==> src/rtl/user_serial_port_regs.vh <==
// Constants for the user-defined serial port: control byte fields, framing and timing.
`ifndef USER_SERIAL_PORT_REGS_VH
`define USER_SERIAL_PORT_REGS_VH
// Control byte fields (one control byte per port).
`define UCTL_ENABLE_BIT   0
`define UCTL_PARITY_EN    1
`define UCTL_PARITY_ODD   2
// Framing.
`define DATA_BITS         4'h8
`define MAX_MSG_LEN       8'hFF
// Baud limits in baud.
`define BAUD_MIN          1200
`define BAUD_MAX          115200
// Turnaround time at 1200 baud in microseconds (14.0 ms).
`define TURNAROUND_US     14000
`define CLK_MHZ           100
`define TURNAROUND_CYC    (`TURNAROUND_US * `CLK_MHZ)
`define BAUD_DIV_DEFAULT  (`CLK_MHZ * 1000000 / 9600)
// Quiet line time that ends a message when no end character is set.
`define IDLE_END_DEFAULT  24'h00C350
`endif

==> src/rtl/user_serial_port.v <==
// User-defined serial port: program-controlled transmitter and message receiver.
`timescale 1ns/1ps
`include "user_serial_port_regs.vh"
module user_serial_port #(
  parameter [23:0] BAUD_DIV       = `BAUD_DIV_DEFAULT,
  parameter [23:0] TURNAROUND_CYC = `TURNAROUND_CYC,
  parameter [23:0] IDLE_END_CYC   = `IDLE_END_DEFAULT
) (
  input  wire        clk,
  input  wire        resetn,
  input  wire        run_mode,
  input  wire        port_sel,
  input  wire [7:0]  port0_user_mode_control,
  input  wire [7:0]  port1_user_mode_control,
  input  wire        message_transmit_op,
  input  wire [7:0]  tx_len,
  output reg  [7:0]  tx_rd_addr,
  input  wire [7:0]  tx_rd_data,
  output wire        tx_busy,
  output reg         tx_done_irq,
  input  wire        message_receive_op,
  input  wire        rx_start_chr_en,
  input  wire [7:0]  rx_start_chr,
  input  wire        rx_end_chr_en,
  input  wire [7:0]  rx_end_chr,
  output reg         rx_chr_irq,
  output reg  [7:0]  rx_chr,
  output reg         rx_wr_en,
  output reg  [7:0]  rx_wr_addr,
  output reg  [7:0]  rx_wr_data,
  output reg         rx_done_irq,
  output reg  [7:0]  rx_msg_len,
  output wire        default_programming_protocol,
  input  wire        rxd_pin,
  output reg         txd_pin
);
  // ************************************************************
  // Mode selection
  // ************************************************************
  localparam TX_IDLE = 2'h0;
  localparam TX_WAIT = 2'h1;
  localparam TX_SEND = 2'h2;
  localparam RX_OFF  = 2'h0;
  localparam RX_HUNT = 2'h1;
  localparam RX_COLL = 2'h2;

  wire [7:0] ctl = port_sel ? port1_user_mode_control : port0_user_mode_control;
  wire user_mode = run_mode & ctl[`UCTL_ENABLE_BIT];
  assign default_programming_protocol = ~user_mode;

  // Parity of a character, shared by both directions.
  function par_of(input [7:0] d, input odd);
    par_of = ^d ^ odd;
  endfunction

  // ************************************************************
  // Receive line synchroniser and character deframer
  // ************************************************************
  reg        rxs1_q, rxs2_q;
  reg [23:0] rx_cnt_q;
  reg [3:0]  rx_bit_q;
  reg [9:0]  rx_sh_q;
  reg        rx_act_q;
  reg        chr_vld_q;
  wire [3:0] rx_nbits = ctl[`UCTL_PARITY_EN] ? `DATA_BITS + 4'h2 : `DATA_BITS + 4'h1;

  // framing: sample mid-bit, accept only with a good stop bit and, when parity is enabled, a good parity bit.
  always @(posedge clk) begin
    rxs1_q    <= rxd_pin;
    rxs2_q    <= rxs1_q;
    chr_vld_q <= 1'b0;
    if (!resetn || !user_mode) begin
      rxs1_q   <= 1'b1;
      rxs2_q   <= 1'b1;
      rx_act_q <= 1'b0;
      rx_cnt_q <= 24'h000000;
      rx_bit_q <= 4'h0;
      rx_sh_q  <= 10'h000;
    end else if (!rx_act_q) begin
      if (!rxs2_q) begin
        rx_act_q <= 1'b1;
        rx_cnt_q <= {1'b0, BAUD_DIV[23:1]};
        rx_bit_q <= 4'h0;
      end
    end else if (rx_cnt_q != 24'h000000) begin
      rx_cnt_q <= rx_cnt_q - 24'h000001;
    end else begin
      rx_cnt_q <= BAUD_DIV - 24'h000001;
      rx_sh_q  <= {rxs2_q, rx_sh_q[9:1]};
      rx_bit_q <= rx_bit_q + 4'h1;
      if (rx_bit_q == 4'h0 && rxs2_q)
        rx_act_q <= 1'b0;
      else if (rx_bit_q == rx_nbits) begin
        rx_act_q  <= 1'b0;
        chr_vld_q <= rxs2_q & (!ctl[`UCTL_PARITY_EN] ||
                     (rx_sh_q[9] == par_of(rx_sh_q[8:1], ctl[`UCTL_PARITY_ODD])));
      end
    end
  end
  // The stop bit is the last one shifted in, so the character sits just below it (and below parity).
  wire [7:0] chr_now = ctl[`UCTL_PARITY_EN] ? rx_sh_q[7:0] : rx_sh_q[8:1];

  // ************************************************************
  // Message receiver
  // ************************************************************
  reg [1:0]  rx_st_q;
  reg [23:0] idle_q;
  reg [23:0] turn_q;

  always @(posedge clk) begin
    rx_chr_irq  <= 1'b0;
    rx_wr_en    <= 1'b0;
    rx_done_irq <= 1'b0;
    if (!resetn || !user_mode) begin
      rx_st_q    <= RX_OFF;
      rx_chr     <= 8'h00;
      rx_wr_addr <= 8'h00;
      rx_wr_data <= 8'h00;
      rx_msg_len <= 8'h00;
      idle_q     <= 24'h000000;
      turn_q     <= 24'h000000;
    end else begin
      if (rx_act_q)
        idle_q <= 24'h000000;
      else if (idle_q != IDLE_END_CYC)
        idle_q <= idle_q + 24'h000001;
      if (turn_q != 24'h000000)
        turn_q <= turn_q - 24'h000001;
      if (chr_vld_q) begin
        rx_chr     <= chr_now;
        rx_chr_irq <= 1'b1;
        turn_q     <= TURNAROUND_CYC;
      end
      case (rx_st_q)
        RX_OFF: begin
          if (message_receive_op) begin
            rx_st_q    <= rx_start_chr_en ? RX_HUNT : RX_COLL;
            rx_wr_addr <= 8'h00;
          end
        end
        RX_HUNT: begin
          if (chr_vld_q && chr_now == rx_start_chr) begin
            rx_st_q    <= RX_COLL;
            rx_wr_en   <= 1'b1;
            rx_wr_data <= chr_now;
            rx_wr_addr <= 8'h01;
          end
        end
        RX_COLL: begin
          if (chr_vld_q) begin
            rx_wr_en   <= 1'b1;
            rx_wr_data <= chr_now;
            rx_wr_addr <= rx_wr_addr + 8'h01;
            if ((rx_end_chr_en && chr_now == rx_end_chr) || rx_wr_addr == `MAX_MSG_LEN - 8'h01) begin
              rx_st_q     <= RX_OFF;
              rx_done_irq <= 1'b1;
              rx_msg_len  <= rx_wr_addr + 8'h01;
            end
          end else if (!rx_end_chr_en && rx_wr_addr != 8'h00 && idle_q == IDLE_END_CYC) begin
            // Idle gap ends a message that has no end character.
            rx_st_q     <= RX_OFF;
            rx_done_irq <= 1'b1;
            rx_msg_len  <= rx_wr_addr;
          end
        end
        default: rx_st_q <= RX_OFF;
      endcase
    end
  end

  // ************************************************************
  // Message transmitter
  // ************************************************************
  reg [1:0]  tx_st_q;
  reg [7:0]  tx_left_q;
  reg [10:0] tx_sh_q;
  reg [3:0]  tx_bit_q;
  reg [23:0] tx_cnt_q;
  reg        tx_load_q;
  wire [3:0] tx_nbits = ctl[`UCTL_PARITY_EN] ? `DATA_BITS + 4'h3 : `DATA_BITS + 4'h2;

  assign tx_busy = (tx_st_q != TX_IDLE);

  always @(posedge clk) begin
    tx_done_irq <= 1'b0;
    if (!resetn || !user_mode) begin
      tx_st_q    <= TX_IDLE;
      tx_left_q  <= 8'h00;
      tx_rd_addr <= 8'h00;
      tx_sh_q    <= 11'h7FF;
      tx_bit_q   <= 4'h0;
      tx_cnt_q   <= 24'h000000;
      tx_load_q  <= 1'b0;
      txd_pin    <= 1'b1;
    end else begin
      case (tx_st_q)
        TX_IDLE: begin
          txd_pin <= 1'b1;
          if (message_transmit_op && tx_len != 8'h00) begin
            tx_st_q    <= TX_WAIT;
            tx_left_q  <= tx_len;
            tx_rd_addr <= 8'h00;
          end
        end
        TX_WAIT: begin
          if (turn_q == 24'h000000 && !rx_act_q) begin
            tx_st_q   <= TX_SEND;
            tx_load_q <= 1'b1;
          end
        end
        TX_SEND: begin
          if (tx_load_q) begin
            tx_load_q <= 1'b0;
            tx_sh_q   <= ctl[`UCTL_PARITY_EN] ?
                         {1'b1, par_of(tx_rd_data, ctl[`UCTL_PARITY_ODD]), tx_rd_data, 1'b0} :
                         {2'b11, tx_rd_data, 1'b0};
            tx_bit_q  <= 4'h0;
            tx_cnt_q  <= 24'h000000;
          end else if (tx_cnt_q != 24'h000000) begin
            tx_cnt_q <= tx_cnt_q - 24'h000001;
          end else if (tx_bit_q == tx_nbits) begin
            tx_left_q  <= tx_left_q - 8'h01;
            tx_rd_addr <= tx_rd_addr + 8'h01;
            if (tx_left_q == 8'h01) begin
              tx_st_q     <= TX_IDLE;
              tx_done_irq <= 1'b1;
            end else
              tx_load_q <= 1'b1;
          end else begin
            txd_pin  <= tx_sh_q[0];
            tx_sh_q  <= {1'b1, tx_sh_q[10:1]};
            tx_bit_q <= tx_bit_q + 4'h1;
            tx_cnt_q <= BAUD_DIV - 24'h000001;
          end
        end
        default: tx_st_q <= TX_IDLE;
      endcase
    end
  end
endmodule // user_serial_port

==> config.mk <==
export PLATFORM = sky130hd
export DESIGN_NAME = user_serial_port
export DESIGN_NICKNAME = d
export VERILOG_FILES = /design/src/rtl/user_serial_port.v
export VERILOG_INCLUDE_DIRS = /design/src /design/src/rtl
export SDC_FILE = /design/constraint.sdc
export NUM_CORES = 1
export LEC_CHECK = 0
export ABC_CLOCK_PERIOD_IN_PS = 3000
export BUFFER_PORTS_ARGS = -buffer_cell sky130_fd_sc_hd__clkbuf_2
export CORE_ASPECT_RATIO = 1.2
export CORE_MARGIN = 2
export CORE_UTILIZATION = 53
export DETAILED_ROUTE_END_ITERATION = 6
export PLACE_DENSITY = 0.87
export SETUP_SLACK_MARGIN = 0.05
export SLEW_MARGIN = 5
export SYNTH_ARGS = -nofsm -noshare
export SYNTH_HDL_FRONTEND = slang
export SYNTH_SLANG_ARGS = --single-unit
==> constraint.sdc <==
create_clock -name clk -period 3 [get_ports clk]
set_clock_uncertainty 0.2 [all_clocks]
set_input_delay 0.6 -clock clk [delete_from_list [all_inputs] [get_ports clk]]
set_output_delay 0.6 -clock clk [all_outputs]
set_load 0.05 [all_outputs]
== Yosys cells after proc, flatten, opt, wreduce, memory -nomap -nowiden ==
Index checks and enable logic that the tools add are counted.

* Bits in registers: 187
* Input port bits: 57
* Output and inout bits: 47
* Word-level logic and storage cells: 206

* Add/subtract/negate cells: 9
* Eq/ne operators: 31
* Muxes and demuxes: 78
* Bitwise logic cells: 11
* Reduce and logical (&&, ||, !) cells: 50

{| class="wikitable"
|+ Operator list
! cell !! count
|-
| 24-bit 2-to-1 mux || 6
|-
| 8-bit 2-to-1 mux || 17
|-
| 24-bit nonzero test || 3
|-
| 24-bit by 1-bit subtractor with 24-bit output, second input constant || 3
|-
| 8-bit case mux with 2 select lines || 3
|-
| 21-bit 2-to-1 mux || 2
|-
| 11-bit 2-to-1 mux || 3
|-
| 2-bit 2-to-1 mux || 13
|-
| 2-bit inequality test, second input constant || 13
|-
| 24-bit by 1-bit adder with 24-bit output, second input constant || 1
|-
| 24-bit by 16-bit equality test with 1-bit output, second input constant || 1
|-
| 24-bit zero test || 1
|-
| 4-bit 2-to-1 mux || 6
|-
| 24-bit by 16-bit inequality test with 1-bit output, second input constant || 1
|-
| 8-bit case mux with 3 select lines || 1
|-
| 1-bit 2-to-1 mux || 20
|-
| 8-bit by 1-bit adder with 8-bit output, second input constant || 2
|-
| 8-bit equality test || 2
|-
| 8-bit nonzero test || 2
|-
| 8-bit parity || 2
|-
| 2-bit case mux with 3 select lines || 2
|-
| 4-bit AND reduction || 3
|-
| 2-bit nonzero test || 6
|-
| 10-bit 2-to-1 mux || 1
|-
| other kinds (27) || 65
|}

== Depth between registers and ports, before layout ==
* Depth after elaboration: 8
* Depth in mapped cells: 11
* Gate-level depth less buffers: 9

== Worst setup path after synthesis ==
OpenSTA, ideal clock, no wires.

* Path kind: input to register
* Start: input port_sel
* End: register rx_wr_addr[4]
* Library setup time: 0.117 ns
* Data arrival time: 2.593 ns
* Data required time: 2.683 ns
* Slack: 0.090 ns
* Cell stages on the path: 9
* Buffers on the path: 2
* Cells stage by stage: mux2i_1 > buf_2 > nand4_1 > nor4_1 > o2111ai_1 > a21oi_1 > buf_2 > nand2_1 > a32o_1

* Word-level cells in the longest chain between the ends: 6
* Elaborated cells on any way between the ends: 9
* Classes of those cells: eq/ne: 2; mux: 2; bitwise: 1; reduce/logical: 4

{| class="wikitable"
|+ RTL lines
! element !! line !! text
|-
| from (decl) || user_serial_port.v:12 || <nowiki>input wire port_sel,</nowiki>
|-
| 3-bit 2-to-1 mux (*) || user_serial_port.v:47 || <nowiki>wire [7:0] ctl = port_sel ? port1_user_mode_control : port0_user_mode_control;</nowiki>
|-
| 8-bit 2-to-1 mux || user_serial_port.v:101 || <nowiki>wire [7:0] chr_now = ctl[`UCTL_PARITY_EN] ? rx_sh_q[7:0] : rx_sh_q[8:1];</nowiki>
|-
| 8-bit equality test || user_serial_port.v:142 || <nowiki>if (chr_vld_q && chr_now == rx_start_chr) begin</nowiki>
|-
| 1-bit logical AND || user_serial_port.v:142 ||
|-
| 2-bit inequality test (no source line) || n/a ||
|-
| 4-bit AND reduction (no source line) || n/a ||
|-
| to (signal assigned) || user_serial_port.v:153 || <nowiki>rx_wr_addr <= rx_wr_addr + 8'h01;</nowiki>
|-
| to (decl) || user_serial_port.v:29 || <nowiki>output reg [7:0] rx_wr_addr,</nowiki>
|}

Every way passes the cells marked *; elsewhere a longest branch is shown, timed or not.
A chain may end at the register's enable or synchronous reset.

== Final worst setup path ==
* Start: register tx_cnt_q[16]
* End: register tx_rd_addr[7]

* Word-level cells in the longest chain between the ends: 3

{| class="wikitable"
|+ RTL lines
! element !! line !! text
|-
| from (decl) || user_serial_port.v:178 || <nowiki>reg [23:0] tx_cnt_q;</nowiki>
|-
| from (signal assigned) || user_serial_port.v:220 || <nowiki>tx_cnt_q <= tx_cnt_q - 24'h000001;</nowiki>
|-
| from (signal assigned) || user_serial_port.v:233 || <nowiki>tx_cnt_q <= BAUD_DIV - 24'h000001;</nowiki>
|-
| 24-bit nonzero test || user_serial_port.v:219 || <nowiki>end else if (tx_cnt_q != 24'h000000) begin</nowiki>
|-
| 2-bit inequality test (no source line) || n/a ||
|-
| 5-bit AND reduction (no source line) || n/a ||
|-
| to (signal assigned) || user_serial_port.v:223 || <nowiki>tx_rd_addr <= tx_rd_addr + 8'h01;</nowiki>
|-
| to (decl) || user_serial_port.v:17 || <nowiki>output reg [7:0] tx_rd_addr,</nowiki>
|}

Every way passes these cells.

==> impl_metrics.xml <==
<?xml version="1.0" encoding="UTF-8"?>
<metrics>
  <group name="floorplan">
    <metric name="i_o_pin_count" unit="">104</metric>
    <metric name="core" unit="sq um">17510</metric>
    <metric name="initial_utilization" unit="%">54.10</metric>
    <metric name="floorplan.die.width" unit="microns">126.0</metric>
    <metric name="core.rowCount" unit="">53</metric>
    <metric name="floorplan.die.height" unit="microns">150.4</metric>
    <metric name="dieArea" unit="sq um">18960</metric>
  </group>
  <group name="outcome">
    <metric name="run_status" unit="">completed</metric>
  </group>
  <group name="route">
    <metric name="ant_nets" unit="">0</metric>
    <metric name="detail_route.wl_per_cell" unit="microns">15.56</metric>
    <metric name="drt_first_pass_iters" unit="">5</metric>
    <metric name="drt_iter0_markers" unit="">643</metric>
    <metric name="routed-via-count" unit="">8980</metric>
    <metric name="drc" unit="">0</metric>
    <metric name="via_per_inst" unit="">6.007</metric>
    <metric name="routed_wirelength" unit="microns">23260</metric>
  </group>
  <group name="worst_setup_path">
    <metric name="crit_chain" unit="">or4_4, or4_4, or3_4, o41a_1, and4bb_1, xnor2_1, nor2_1</metric>
    <metric name="critical_path_sink_type" unit="">register</metric>
    <metric name="max_stage_delay" unit="ns">0.54</metric>
    <metric name="cp_data_required_time" unit="ns">3.13</metric>
    <metric name="timing.setup.critical_path_class" unit="">register to register</metric>
    <metric name="rr_worst_depth" unit="">7</metric>
    <metric name="slowest_stage" unit="">or4_4</metric>
    <metric name="timing.critical_path.fanout_max" unit="">7</metric>
    <metric name="setup.reg_to_reg.worst_slack" unit="ns">0.05</metric>
    <metric name="critPathLaunchType" unit="">register</metric>
    <metric name="worst_path_most_repeated_cell" unit="">or4_4</metric>
    <metric name="arrival" unit="ns">3.08</metric>
  </group>
  <group name="logic_synthesis">
    <metric name="synth_largest_type_area_fraction" unit="%">39.31</metric>
    <metric name="syn_avg_cell_area" unit="sq um">8.165</metric>
    <metric name="synthesis.area" unit="sq um">9472</metric>
    <metric name="synth_cell_type_count" unit="">66</metric>
    <metric name="yosysTopAreaCell" unit="">dfxtp_1</metric>
    <metric name="yosys_reg_bits" unit="">186</metric>
    <metric name="ranking_of_synthesized_cells_by_area" unit="">dfxtp_1 (39%), xnor2_1 (5.9%), nor2_1 (5.5%)</metric>
    <metric name="most_common_flop_cell_mapped_by_yosys" unit="">dfxtp_1</metric>
    <metric name="syn_inst" unit="">1160</metric>
    <metric name="share_of_synthesized_flip_flops_with_an_asynchronous_set_or_reset" unit="%">0</metric>
    <metric name="yosys_warnings" unit="">0</metric>
    <metric name="synth_edf_count" unit="">0</metric>
    <metric name="net_count_after_synthesis" unit="">1237</metric>
    <metric name="synth_seq_area_share" unit="%">39.31</metric>
  </group>
  <group name="cts">
    <metric name="clk_latency" unit="ns">0.44</metric>
    <metric name="cts.repair_timing.setup_buffer_count" unit="">0</metric>
    <metric name="ctsLongestPathBuffers" unit="">2</metric>
    <metric name="cts_max_level" unit="">4</metric>
    <metric name="tritoncts" unit="">yes</metric>
    <metric name="ctsRootBufferMaster" unit="">clkbuf_16</metric>
    <metric name="numCtsBuffers" unit="">17</metric>
    <metric name="clkTransAtPathRegs" unit="ns">0.07</metric>
    <metric name="holdBufCountCts" unit="">0</metric>
    <metric name="clock_sink_count" unit="">186</metric>
  </group>
  <group name="place">
    <metric name="dpl-instance-area" unit="sq um">10420</metric>
    <metric name="gp_congestion" unit="">0.8724</metric>
    <metric name="place_ws" unit="ns">-0.03848</metric>
    <metric name="port_buffers" unit="">93</metric>
    <metric name="detailedPlacementHpwl" unit="microns">15840</metric>
  </group>
  <group name="layout">
    <metric name="layout.cells.most_common_list" unit="">dfxtp_1 (185), nor2_1 (138), nand2_1 (107)</metric>
    <metric name="synthToLayoutAreaGrowth" unit="%">16.96</metric>
    <metric name="multiInputGateArea" unit="sq um">5388</metric>
    <metric name="final_design_area_no_fill" unit="sq um">11080</metric>
    <metric name="area.sequential" unit="sq um">3725</metric>
    <metric name="fill_cells" unit="">1438</metric>
    <metric name="diodes" unit="">0</metric>
    <metric name="layout-drive-gt1-share" unit="%">16.71</metric>
    <metric name="layout.nets" unit="">1339</metric>
    <metric name="layout_commonest_cell" unit="">dfxtp_1</metric>
  </group>
  <group name="global_routing">
    <metric name="maximum_number_of_pins_on_one_net_before_global_route_repair" unit="">35</metric>
    <metric name="antenna_found_initial" unit="">0</metric>
    <metric name="vias_in_the_first_global_route" unit="">8496</metric>
    <metric name="gr-usage-all-layers" unit="%">24.17</metric>
    <metric name="grt_overflow" unit="">0</metric>
    <metric name="grt_pass1_wl" unit="microns">38380</metric>
  </group>
  <group name="sta">
    <metric name="final.period_utilization" unit="%">98.37</metric>
    <metric name="number_of_max_slew_violations_in_the_final_report" unit="">0</metric>
    <metric name="tightestPinTransition" unit="ns">0.9057</metric>
    <metric name="period_needed" unit="ns">2.951</metric>
    <metric name="finalHoldViolCount" unit="">0</metric>
    <metric name="maxSlewHeadroom" unit="%">39.50</metric>
    <metric name="achievable-frequency" unit="MHz">338.9</metric>
    <metric name="total_setup_violations_reported_at_the_end_of_the_flow" unit="">0</metric>
    <metric name="fin_hold_ws" unit="ns">0.1654</metric>
    <metric name="timing.final.ws_setup" unit="ns">0.04885</metric>
    <metric name="grt_setup_unrepaired" unit="">true</metric>
  </group>
  <group name="power_and_ir_drop">
    <metric name="vdd.ir_drop.worst" unit="V">0.0005505</metric>
    <metric name="power-per-cell-area" unit="nW/um^2">709.9</metric>
    <metric name="cellLeakagePower" unit="uW">0.004102</metric>
  </group>
  <group name="run">
    <metric name="cap_violations" unit="">0</metric>
  </group>
  <group name="worst_hold_path">
    <metric name="whs_path_depth" unit="">2</metric>
    <metric name="worst_hold_path_type" unit="">input pin to register</metric>
  </group>
</metrics>
cell families (layout without fill, tap and decap cells):
logic type / Yosys count / count (layout) / share of synthesized area [%]
AOI/OAI and AO/OA: 254 / 254 / 17.34
adders and majority gates: 20 / 20 / 2.642
muxes: 28 / 28 / 3.012
DFF: 186 / 186 / 39.31
buffers and inverters: 108 / 223 / 4.465
xor gates and xnor gates: 101 / 101 / 9.340
and+or+nand+nor: 463 / 463 / 23.88
worst max-delay path: cells and delay by family (launching register included):
family                    cells  cell delay (ns)
and+or+nand+nor               5             1.78
AOI/OAI and AO/OA             1             0.42
DFF                           1             0.32
xor gates and xnor gates      1             0.12
state kept, by name, indices dropped and copies added, names as in the netlist, 10 cells and up:
register / count
rx_cnt_q: 24
idle_q: 24
turn_q: 24
tx_sh_q: 10
rx_sh_q: 10
tx_cnt_q: 24
report_power, final:
part / leakage (uW) / internal (uW) / switching [uW] / total, uW
sequential: 0.00150 / 2610 / 129 / 2740
clock: 0.000290 / 1330 / 1010 / 2340
combinational: 0.00231 / 1270 / 1520 / 2780
total: 0.00410 / 5210 / 2660 / 7860
synthesized netlist by cell type (all sizes together) (3+ instances only):
cell type and count:
a211oi 38, a21oi 84, a221oi 4, a22oi 7, a311oi 8, a31oi 7
a32o 8, and2 3, and3 14, and4 3, buf 17, clkbuf 48
dfxtp 186, ha 20, inv 42, mux2 4, mux2i 24, nand2 107
nand2b 10, nand3 34, nand4 20, nand4b 3, nor2 138, nor2b 6
nor3 46, nor4 23, nor4b 6, o211ai 11, o21ai 53, o22ai 3
o31ai 7, or2 10, or3 16, or4 16, xnor2 64, xor2 37
worst paths after layout:
kind,from,end
setup / recovery,tx_cnt_q[16],tx_rd_addr[7]
hold / removal,rxd_pin,rxs1_q
setup reg to reg,tx_cnt_q[16],tx_rd_addr[7]
hold reg to reg,rxs1_q,rxs2_q
final cells by class:
type,count,share of cell area (%)
Multi-Input combinational cell,866,48.63
Inverter,43,1.457
Tap cell,220,2.485
Clock inverter,11,1.197
Clock buffer,21,4.337
Timing Repair Buffer,148,8.267
Sequential cell,186,33.62
metrics by stage:
stage          util, %  setup TNS (ns)  total power, uW  cells
6_report         63.28               0             7865   1495
5_1_grt          63.28        -0.03437             8288   1495
4_1_cts          63.04               0             7866   1495
3_5_place_dp     59.51        -0.07518             5541   1463
3_3_place_gp     59.51               0             5458   1463
2_1_floorplan        -               0             4958   1160
timing repair:
action                     in CTS  in global routing
resized for setup               1                 10
pin swaps                       0                  2
setup endpoints to repair       9                 35
gates cloned                    0                  0
per-layer routing:
metal | wire, microns | vias to the layer above | GRT usage, %
li1 | - | 4347 | -
met1 | 9762 | 4271 | 29.06
met2 | 11810 | 311 | 43.23
met3 | 1228 | 51 | 4.371
met4 | 453 | 0 | 8.791
met5 | 0 | - | 0
(Power assumes the default switching activity.)
